`src/shared/usb_term_consts.vh`:
```
// Constants for the line resistor decode block and its register file
`ifndef USB_TERM_CONSTS_VH
`define USB_TERM_CONSTS_VH

// ********************************************************************
// Register word indices (byte address is four times the index)
// ********************************************************************
`define REG_CTRL        3'h0
`define REG_CTRL_SET    3'h1
`define REG_CTRL_CLR    3'h2
`define REG_STATUS      3'h3
`define REG_CHANGE_CNT  3'h4
`define REG_PREV_STATUS 3'h5
`define REG_FLAGS       3'h6

// ********************************************************************
// Control register field positions
// ********************************************************************
`define CTRL_XCVR_LSB   0
`define CTRL_XCVR_MSB   1
`define CTRL_TERM_BIT   2
`define CTRL_MODE_LSB   3
`define CTRL_MODE_MSB   4
`define CTRL_DPPD_BIT   5
`define CTRL_DMPD_BIT   6
`define CTRL_WIDTH      7

// Power-up state: speed 01b, termination 0, mode 00b, both pull-downs set
`define CTRL_RESET      7'h61

// ********************************************************************
// Status register layout
// ********************************************************************
`define STAT_EN_LSB     0
`define STAT_EN_MSB     3
`define STAT_CLASS_LSB  4
`define STAT_CLASS_MSB  6

// ********************************************************************
// Operating mode codes and signalling classes
// ********************************************************************
`define MODE_NORMAL     2'h0
`define MODE_NODRIVE    2'h1
`define MODE_NOSTUFF    2'h2
`define MODE_RESERVED   2'h3
`define SPEED_HIGH      2'h0

`define CLASS_OTHER     3'h0
`define CLASS_TRISTATE  3'h1
`define CLASS_POWERUP   3'h2
`define CLASS_HOST      3'h3
`define CLASS_PERIPH    3'h4
`define CLASS_OTG       3'h5

// ********************************************************************
// Flag register bits
// ********************************************************************
`define FLAG_UNDEF_BIT  0
`define FLAG_CHANGE_BIT 1

`endif

```
`src/rtl/usb_term_ctrl.v`:
```
// Line resistor control block with an Avalon-MM register slave
//
// Contract
// RULE1: Resistor enables depend only on speed, termination, mode and both pull-down bits.
// RULE2: Each control combination forces its state's four enables, with no override.
// RULE3: The link controller programs the control fields; the block never picks a state.
// RULE4: An active pull-up enable connects the DP pull-up resistor, else it is off.
// RULE5: An active DP pull-down enable connects the DP pull-down resistor.
// RULE6: An active DM pull-down enable connects the DM pull-down resistor.
// RULE7: An active termination enable connects the high-speed terminations on both lines.
// RULE8: Speed 01b, termination 1, mode 00b, both pull-downs: pull-downs only (host suspend).
// RULE9: Speed 01b, termination 1, mode 10b, both pull-downs: pull-downs only (host resume).
// RULE10: Speed 00b, termination 0, mode 10b, both pull-downs: pull-downs and termination.
// RULE11: Speed 00b, termination 1, mode 10b, DM pull-down only: pull-up and DM pull-down.
// RULE12: Speed 01b, termination 1, mode 00b, DM pull-down only: pull-up and DM pull-down.
// RULE13: Mode 01b clears all four enables whatever else is set.
// RULE14: Else termination needs speed 00b, select 0; pull-up needs select 1 and DP bit clear.
// RULE15: Else both pull-down enables follow their control bits directly.
//
// Register access over Avalon-MM and the register addresses are this design's own decisions.
`timescale 1ns/1ns
`default_nettype none
`include "usb_term_consts.vh"

module usb_term_ctrl #(
	parameter CNT_WIDTH = 16
) (
	input  wire        CLK_I,
	input  wire        RESET_I,
	input  wire [2:0]  AVS_ADDRESS_I,
	input  wire        AVS_READ_I,
	input  wire        AVS_WRITE_I,
	input  wire [31:0] AVS_WRITEDATA_I,
	input  wire [3:0]  AVS_BYTEENABLE_I,
	output wire [31:0] AVS_READDATA_O,
	output wire        AVS_WAITREQUEST_O,
	output wire        DP_PULLUP_ENABLE_O,
	output wire        DP_LINE_PULLDOWN_CTL_ENABLE_O,
	output wire        DM_LINE_PULLDOWN_CTL_ENABLE_O,
	output wire        HIGHSPEED_TERMINATION_ENABLE_O
);

	// ****************************************************************
	// Declarations
	// ****************************************************************
	reg  [`CTRL_WIDTH-1:0] ctrl_reg;
	reg  [`CTRL_WIDTH-1:0] ctrl_next;
	reg  [3:0]             enables_reg;
	reg  [3:0]             prev_enables_reg;
	reg  [2:0]             class_reg;
	reg  [CNT_WIDTH-1:0]   change_cnt_reg;
	reg  [CNT_WIDTH-1:0]   change_cnt_next;
	reg                    undef_flag_reg;
	reg                    change_flag_reg;
	reg                    waitrequest_reg;
	reg  [31:0]            readdata_reg;
	reg  [31:0]            readdata_next;
	wire                   bus_req;
	wire                   bus_take;
	wire                   wr_take;
	wire                   rd_take;
	wire                   low_lane;
	wire [`CTRL_WIDTH-1:0] wr_bits;
	wire                   dec_pullup;
	wire                   dec_dp_pd;
	wire                   dec_dm_pd;
	wire                   dec_hsterm;
	wire [2:0]             dec_class;
	wire                   dec_undef;
	wire [3:0]             dec_enables;
	wire                   enables_change;
	wire                   flag_clear_undef;
	wire                   flag_clear_change;

	// ****************************************************************
	// Bus handshake
	// ****************************************************************
	// One wait state: the request is taken while waitrequest is still
	// high, then waitrequest drops for exactly one cycle to answer it.
	assign bus_req  = AVS_READ_I || AVS_WRITE_I;
	assign bus_take = bus_req && waitrequest_reg;
	assign wr_take  = bus_take && AVS_WRITE_I;
	assign rd_take  = bus_take && AVS_READ_I && !AVS_WRITE_I;
	assign low_lane = AVS_BYTEENABLE_I[0];
	assign wr_bits  = AVS_WRITEDATA_I[`CTRL_WIDTH-1:0];

	// Waitrequest sits high when idle and after each answer
	always @(posedge CLK_I or posedge RESET_I) begin
		if (RESET_I) begin
			waitrequest_reg <= 1'b1;
		end else begin
			waitrequest_reg <= !bus_take;
		end
	end

	// ****************************************************************
	// Control register with write, set and clear views
	// ****************************************************************
	// Only the link controller chooses the signalling state here
	always @* begin
		ctrl_next = ctrl_reg;
		if (wr_take && low_lane) begin
			if (AVS_ADDRESS_I == `REG_CTRL) begin
				ctrl_next = wr_bits; // [RULE3]
			end else if (AVS_ADDRESS_I == `REG_CTRL_SET) begin
				ctrl_next = ctrl_reg | wr_bits;
			end else if (AVS_ADDRESS_I == `REG_CTRL_CLR) begin
				ctrl_next = ctrl_reg & ~wr_bits;
			end
		end
	end

	always @(posedge CLK_I or posedge RESET_I) begin
		if (RESET_I) begin
			ctrl_reg <= `CTRL_RESET;
		end else begin
			ctrl_reg <= ctrl_next;
		end
	end

	// ****************************************************************
	// Resistor decode
	// ****************************************************************
	// Fed by the control fields alone, no other source reaches it
	resistor_decode u_decode (
		.transceiver_speed_select     (ctrl_reg[`CTRL_XCVR_MSB:`CTRL_XCVR_LSB]), // [RULE1]
		.termination_select           (ctrl_reg[`CTRL_TERM_BIT]),
		.operating_mode_field         (ctrl_reg[`CTRL_MODE_MSB:`CTRL_MODE_LSB]),
		.dp_line_pulldown_ctl         (ctrl_reg[`CTRL_DPPD_BIT]),
		.dm_line_pulldown_ctl         (ctrl_reg[`CTRL_DMPD_BIT]),
		.dp_pullup_enable             (dec_pullup),
		.dp_line_pulldown_ctl_enable           (dec_dp_pd),
		.dm_line_pulldown_ctl_enable           (dec_dm_pd),
		.highspeed_termination_enable (dec_hsterm),
		.signalling_class             (dec_class),
		.undefined_combo              (dec_undef)
	);

	// Bit order: 0 pull-up, 1 DP pull-down, 2 DM pull-down, 3 termination
	assign dec_enables    = {dec_hsterm, dec_dm_pd, dec_dp_pd, dec_pullup};
	assign enables_change = (dec_enables != enables_reg);

	// ****************************************************************
	// Registered resistor enables
	// ****************************************************************
	// Reset value matches the power-up control setting
	always @(posedge CLK_I or posedge RESET_I) begin
		if (RESET_I) begin
			enables_reg      <= 4'h6;
			prev_enables_reg <= 4'h6;
			class_reg        <= `CLASS_POWERUP;
		end else begin
			enables_reg <= dec_enables; // [RULE2]
			class_reg   <= dec_class;
			if (enables_change) begin
				prev_enables_reg <= enables_reg;
			end
		end
	end

	// Pins come straight from the enable flops
	assign DP_PULLUP_ENABLE_O             = enables_reg[0]; // [RULE4]
	assign DP_LINE_PULLDOWN_CTL_ENABLE_O           = enables_reg[1]; // [RULE5]
	assign DM_LINE_PULLDOWN_CTL_ENABLE_O           = enables_reg[2]; // [RULE6]
	assign HIGHSPEED_TERMINATION_ENABLE_O = enables_reg[3]; // [RULE7]

	// ****************************************************************
	// Change counter and sticky flags
	// ****************************************************************
	// Any write to the counter word clears it; a change in the same
	// cycle still counts as one so no event is lost
	always @* begin
		change_cnt_next = change_cnt_reg;
		if (wr_take && AVS_ADDRESS_I == `REG_CHANGE_CNT) begin
			change_cnt_next = {CNT_WIDTH{1'b0}};
		end
		if (enables_change) begin
			change_cnt_next = change_cnt_next + {{(CNT_WIDTH-1){1'b0}}, 1'b1};
		end
	end

	// Write one to clear; hardware set wins over the clear
	assign flag_clear_undef  = wr_take && low_lane && AVS_ADDRESS_I == `REG_FLAGS &&
		AVS_WRITEDATA_I[`FLAG_UNDEF_BIT];
	assign flag_clear_change = wr_take && low_lane && AVS_ADDRESS_I == `REG_FLAGS &&
		AVS_WRITEDATA_I[`FLAG_CHANGE_BIT];

	always @(posedge CLK_I or posedge RESET_I) begin
		if (RESET_I) begin
			change_cnt_reg  <= {CNT_WIDTH{1'b0}};
			undef_flag_reg  <= 1'b0;
			change_flag_reg <= 1'b0;
		end else begin
			change_cnt_reg <= change_cnt_next;
			if (dec_undef) begin
				undef_flag_reg <= 1'b1;
			end else if (flag_clear_undef) begin
				undef_flag_reg <= 1'b0;
			end
			if (enables_change) begin
				change_flag_reg <= 1'b1;
			end else if (flag_clear_change) begin
				change_flag_reg <= 1'b0;
			end
		end
	end

	// ****************************************************************
	// Read data
	// ****************************************************************
	// Unmapped words read as zero and ignore writes
	always @* begin
		readdata_next = 32'h0000_0000;
		if (AVS_ADDRESS_I == `REG_CTRL || AVS_ADDRESS_I == `REG_CTRL_SET ||
			AVS_ADDRESS_I == `REG_CTRL_CLR) begin
			readdata_next[`CTRL_WIDTH-1:0] = ctrl_reg;
		end else if (AVS_ADDRESS_I == `REG_STATUS) begin
			readdata_next[`STAT_EN_MSB:`STAT_EN_LSB]       = enables_reg;
			readdata_next[`STAT_CLASS_MSB:`STAT_CLASS_LSB] = class_reg;
		end else if (AVS_ADDRESS_I == `REG_CHANGE_CNT) begin
			readdata_next[CNT_WIDTH-1:0] = change_cnt_reg;
		end else if (AVS_ADDRESS_I == `REG_PREV_STATUS) begin
			readdata_next[`STAT_EN_MSB:`STAT_EN_LSB] = prev_enables_reg;
		end else if (AVS_ADDRESS_I == `REG_FLAGS) begin
			readdata_next[`FLAG_UNDEF_BIT]  = undef_flag_reg;
			readdata_next[`FLAG_CHANGE_BIT] = change_flag_reg;
		end
	end

	// Read data is captured with the request and held until the next one
	always @(posedge CLK_I or posedge RESET_I) begin
		if (RESET_I) begin
			readdata_reg <= 32'h0000_0000;
		end else if (rd_take) begin
			readdata_reg <= readdata_next;
		end
	end

	assign AVS_READDATA_O    = readdata_reg;
	assign AVS_WAITREQUEST_O = waitrequest_reg;

endmodule
`default_nettype wire

```
`src/rtl/resistor_decode.v`:
```
// Combinational decode of transceiver control bits into resistor enables
`timescale 1ns/1ns
`default_nettype none
`include "usb_term_consts.vh"

module resistor_decode (
	input  wire [1:0] transceiver_speed_select,
	input  wire       termination_select,
	input  wire [1:0] operating_mode_field,
	input  wire       dp_line_pulldown_ctl,
	input  wire       dm_line_pulldown_ctl,
	output reg        dp_pullup_enable,
	output reg        dp_line_pulldown_ctl_enable,
	output reg        dm_line_pulldown_ctl_enable,
	output reg        highspeed_termination_enable,
	output reg  [2:0] signalling_class,
	output reg        undefined_combo
);

	// ****************************************************************
	// Resistor enables
	// ****************************************************************
	// Only the five control fields enter here, nothing can override them
	always @* begin
		if (operating_mode_field == `MODE_NODRIVE) begin
			dp_pullup_enable             = 1'b0; // [RULE13]
			dp_line_pulldown_ctl_enable           = 1'b0; // [RULE13]
			dm_line_pulldown_ctl_enable           = 1'b0; // [RULE13]
			highspeed_termination_enable = 1'b0; // [RULE13]
		end else begin
			// Terminations only in high-speed with termination select low
			highspeed_termination_enable = (transceiver_speed_select == `SPEED_HIGH) &&
				!termination_select; // [RULE14] [RULE7] [RULE10]
			// Pull-up for full-speed signalling unless DP is pulled down
			dp_pullup_enable = termination_select &&
				!dp_line_pulldown_ctl; // [RULE14] [RULE4] [RULE11] [RULE12]
			dp_line_pulldown_ctl_enable = dp_line_pulldown_ctl; // [RULE15] [RULE5] [RULE8] [RULE9]
			dm_line_pulldown_ctl_enable = dm_line_pulldown_ctl; // [RULE15] [RULE6] [RULE11] [RULE12]
		end
	end

	// ****************************************************************
	// Signalling class for status reporting
	// ****************************************************************
	always @* begin
		undefined_combo = 1'b0;
		if (operating_mode_field == `MODE_NODRIVE) begin
			signalling_class = `CLASS_TRISTATE;
		end else if (transceiver_speed_select == 2'h1 && !termination_select &&
			operating_mode_field == `MODE_NORMAL && dp_line_pulldown_ctl &&
			dm_line_pulldown_ctl) begin
			signalling_class = `CLASS_POWERUP;
		end else if (dp_line_pulldown_ctl && dm_line_pulldown_ctl) begin
			signalling_class = `CLASS_HOST;
		end else if (!dp_line_pulldown_ctl && !dm_line_pulldown_ctl) begin
			signalling_class = `CLASS_PERIPH;
		end else if (!dp_line_pulldown_ctl && dm_line_pulldown_ctl) begin
			signalling_class = `CLASS_OTG;
		end else begin
			signalling_class = `CLASS_OTHER;
			undefined_combo  = 1'b1;
		end
		// Reserved mode code is not a defined signalling state
		if (operating_mode_field == `MODE_RESERVED) begin
			signalling_class = `CLASS_OTHER;
			undefined_combo  = 1'b1;
		end
	end

endmodule
`default_nettype wire

```
`config.mk`:
```
export PLATFORM = sky130hd
export DESIGN_NAME = usb_term_ctrl
export DESIGN_NICKNAME = d
export VERILOG_FILES = /design/src/rtl/usb_term_ctrl.v /design/src/rtl/resistor_decode.v
export VERILOG_INCLUDE_DIRS = /design/src /design/src/shared
export SDC_FILE = /design/constraint.sdc
export NUM_CORES = 1
export LEC_CHECK = 0
export ABC_CLOCK_PERIOD_IN_PS = 6200
export BUFFER_PORTS_ARGS = -buffer_cell sky130_fd_sc_hd__buf_2
export CAP_MARGIN = 15
export CORE_AREA = 2 2 62 93
export DETAILED_ROUTE_END_ITERATION = 12
export DIE_AREA = 0 0 64 95
export PLACE_DENSITY_LB_ADDON = 0.15
export SLEW_MARGIN = 20
export SYNTH_ARGS = -nofsm -noshare
export SYNTH_HDL_FRONTEND = slang
export SYNTH_SLANG_ARGS = --single-unit
```
`constraint.sdc`:
```
create_clock -name CLK_I -period 6.2 [get_ports CLK_I]
set_input_delay 0.31 -clock CLK_I [delete_from_list [all_inputs] [get_ports CLK_I]]
set_output_delay 0.31 -clock CLK_I [all_outputs]
set_load 0.1 [all_outputs]
```
==> load_flow_metrics.sql <==
INSERT INTO impl_metrics (metric_group, metric, value, unit) VALUES
('cells_and_area', 'final_util', '0.571', ''),
('sta', 'max_freq', '294', 'MHz'),
('synth', 'post_synth_inst_count', '291', ''),
('global_routing', 'grt_max_degree', '54', ''),
('detailed_routing', 'routed_via_density', '5.48', ''),
('sta', 'slew_headroom', '0.265', ''),
('detailed_routing', 'detailedRoute.firstIterationViolations', '104', ''),
('worst_setup_path', 'criticalPathCategory', 'reg2reg', ''),
('place', 'dp_hpwl', '4090', 'um'),
('place', 'buffer_ports.inserted', '35', ''),
('synth', 'synth_warnings', '0', ''),
('worst_setup_path', 'path_max_fanout', '30', ''),
('synth', 'synthArstFlopShare', '1.00', ''),
('cells_and_area', 'drive_gt1_frac', '0.200', ''),
('sta', 'worst_slack', '2800', 'ps'),
('power_and_ir_drop', 'power_density_over_the_cells', '405', 'mW/mm^2'),
('floorplanning', 'floorplan.initialDensity', '0.534', ''),
('synth', 'ys_seq_elements', '53', ''),
('power_and_ir_drop', 'power_leakage', '1.39', 'nW'),
('detailed_routing', 'avgRoutedWirePerCell', '15.0', 'um'),
('run_status', 'status', 'complete, no violations', ''),
('global_routing', 'number_of_global_route_vias_before_repair', '2034', ''),
('global_routing', 'grt-ovfl-total', '0', ''),
('sta', 'hold_violations', '0', ''),
('clock_network', 'cts.repair_timing.setup_buffer_count', '0', ''),
('detailed_routing', 'first_pass_iters', '4', ''),
('power_and_ir_drop', 'vdd_drop_max', '0.000301', 'V'),
('floorplanning', 'fp-row-count', '33', ''),
('clock_network', 'ctsLongestPathBuffers', '2', ''),
('worst_hold_path', 'hp-class', 'in2reg', ''),
('sta', 'finalCritPeriodShare', '0.549', ''),
('clock_network', 'clkSlewWorstSetupHoldPaths', '100', 'ps'),
('sta', 'grt_setup_unrepaired', 'false', ''),
('synth', 'synth_largest_area_cell', 'dfrtp_1', ''),
('synth', 'netlist_top_cells_area', 'dfrtp_1 (39%), dfstp_2 (8.3%), mux2i_1 (5.3%), nand2_1 (5.1%), a22o_1 (4.9%)', ''),
('sta', 'drv_slew', '0', ''),
('detailed_routing', 'vias', '2108', ''),
('sta', 'final_setup_violation_count', '0', ''),
('worst_setup_path', 'critical_path_at', '3640', 'ps'),
('cells_and_area', 'layoutNonFillerInstCount', '385', ''),
('floorplanning', 'core-area', '0.00533', 'sq mm'),
('floorplanning', 'io-pin-count', '80', ''),
('clock_network', 'tritoncts_clock_tree', 'done', ''),
('cells_and_area', 'nFillCells', '492', ''),
('sta', 'period_needed', '3400', 'ps'),
('clock_network', 'cts_htree_levels', '2', ''),
('clock_network', 'numCtsBuffers', '5', ''),
('synth', 'synth.yosys.seq_area_share', '0.470', ''),
('worst_setup_path', 'end_kind', 'register', ''),
('detailed_routing', 'number_of_remaining_drc_errors', '0', ''),
('worst_setup_path', 'critPathLaunchType', 'register', ''),
('clock_network', 'cts_hold_buffers', '0', ''),
('detailed_routing', 'ant_nets', '0', ''),
('sta', 'tightestPinTransition', '1100', 'ps'),
('detailed_routing', 'detail_route.wirelength', '5780', 'um'),
('cells_and_area', 'syn_to_final_growth', '6.86', '%'),
('synth', 'synth.distinct_cells', '49', ''),
('clock_network', 'cts_root_buf', 'clkbuf_8', ''),
('sta', 'setup_total_negative_slack', '0', 'ps'),
('place', 'postPlaceCellArea', '0.00296', 'sq mm'),
('cells_and_area', 'antenna-diode-count', '0', ''),
('cells_and_area', 'finish.instance_area', '0.00304', 'sq mm'),
('synth', 'synth_top_area_share', '0.387', ''),
('global_routing', 'grt_pass1_wl', '9790', 'um'),
('sta', 'finalHoldWorstSlack', '150', 'ps'),
('clock_network', 'post_cts_resized', '0', ''),
('sta', 'clock_skew', '8.60', 'ps'),
('place', 'place_ws', '2470', 'ps'),
('power_and_ir_drop', 'report.power.total', '1.23', 'mW'),
('synth', 'synth-edff-count', '0', ''),
('clock_network', 'worstSkewPairLatency', '310', 'ps');
==> logic make-up after synthesis <==
logic type	share of synthesized area
AO/OA/AOI/OAI	0.165
XOR/XNOR	0.00924
adder cells (fa/ha/maj)	0.00440
buffers and inverters	0.0818
flip-flops	0.470
multiplexers	0.0805
other	0.00132
AND/OR/NAND/NOR	0.187
==> placed cells by master, fill, tap and decap left out, drive strengths merged, types with 6 or more instances in the layout <==
master  synthesis  routed
mux2i          15      15
a21oi          20      20
nand2b         12      12
mux2            7       7
nand3          14      14
a211oi          6       6
dfstp           9       9
a22o           16      16
dfrtp          44      44
o21ai          17      17
buf            26      36
clkbuf          9       6
nand2          40      40
conb            1      16
==> worst paths after layout <==
path                            cells past startpoint  slack, ps                     startpoint                             to
min in group asynchronous                           3        170                        RESET_I   change_cnt_reg[15]$_DFF_PP0_
worst max register to register                      9       2800    AVS_WAITREQUEST_O$_DFF_PP1_   change_cnt_reg[14]$_DFF_PP0_
worst min register to register                      2        480  AVS_READDATA_O[5]$_DFFE_PP0P_  AVS_READDATA_O[5]$_DFFE_PP0P_
max in group asynchronous                           3       5580                        RESET_I    change_cnt_reg[6]$_DFF_PP0_
worst min-delay path                                2        150                     AVS_READ_I    AVS_WAITREQUEST_O$_DFF_PP1_
worst max-delay path                                9       2800    AVS_WAITREQUEST_O$_DFF_PP1_   change_cnt_reg[14]$_DFF_PP0_
==> routing by layer <==
layer,global-route usage,share of wire,wire [um]
met3,0.0358,0.028,159
met1,0.262,0.45,2580
met5,0,0,0
met2,0.345,0.50,2910
met4,0.0870,0.023,132
==> worst max-delay path, stage by stage (launching register included) <==
cell	delay, ps
dfstp_2	390
and2_1	180
nand2_1	650
and2_1	270
ha_1	220
nand3_1	130
a2111oi_0	910
nand4_1	160
a21oi_1	210
mux2i_1	210
==> area by class of cell <==
type	instances	area, sq um	area share
sequential	53	1340	0.440
multi-input combinational	213	1330	0.438
timing repair buffer	36	183	0.0601
tap	70	87.6	0.0288
clock buffer	6	72.6	0.0239
inverter	5	18.8	0.00618
clock inverter	2	10.0	0.00329
==> where the power goes <==
part / switching [mW] / internal [mW] / leakage [nW]
registers: 0.0875 / 0.436 / 0.665
logic: 0.375 / 0.141 / 0.678
clock network: 0.114 / 0.0787 / 0.0450
Note: power is estimated with default switching activity, not from simulation.
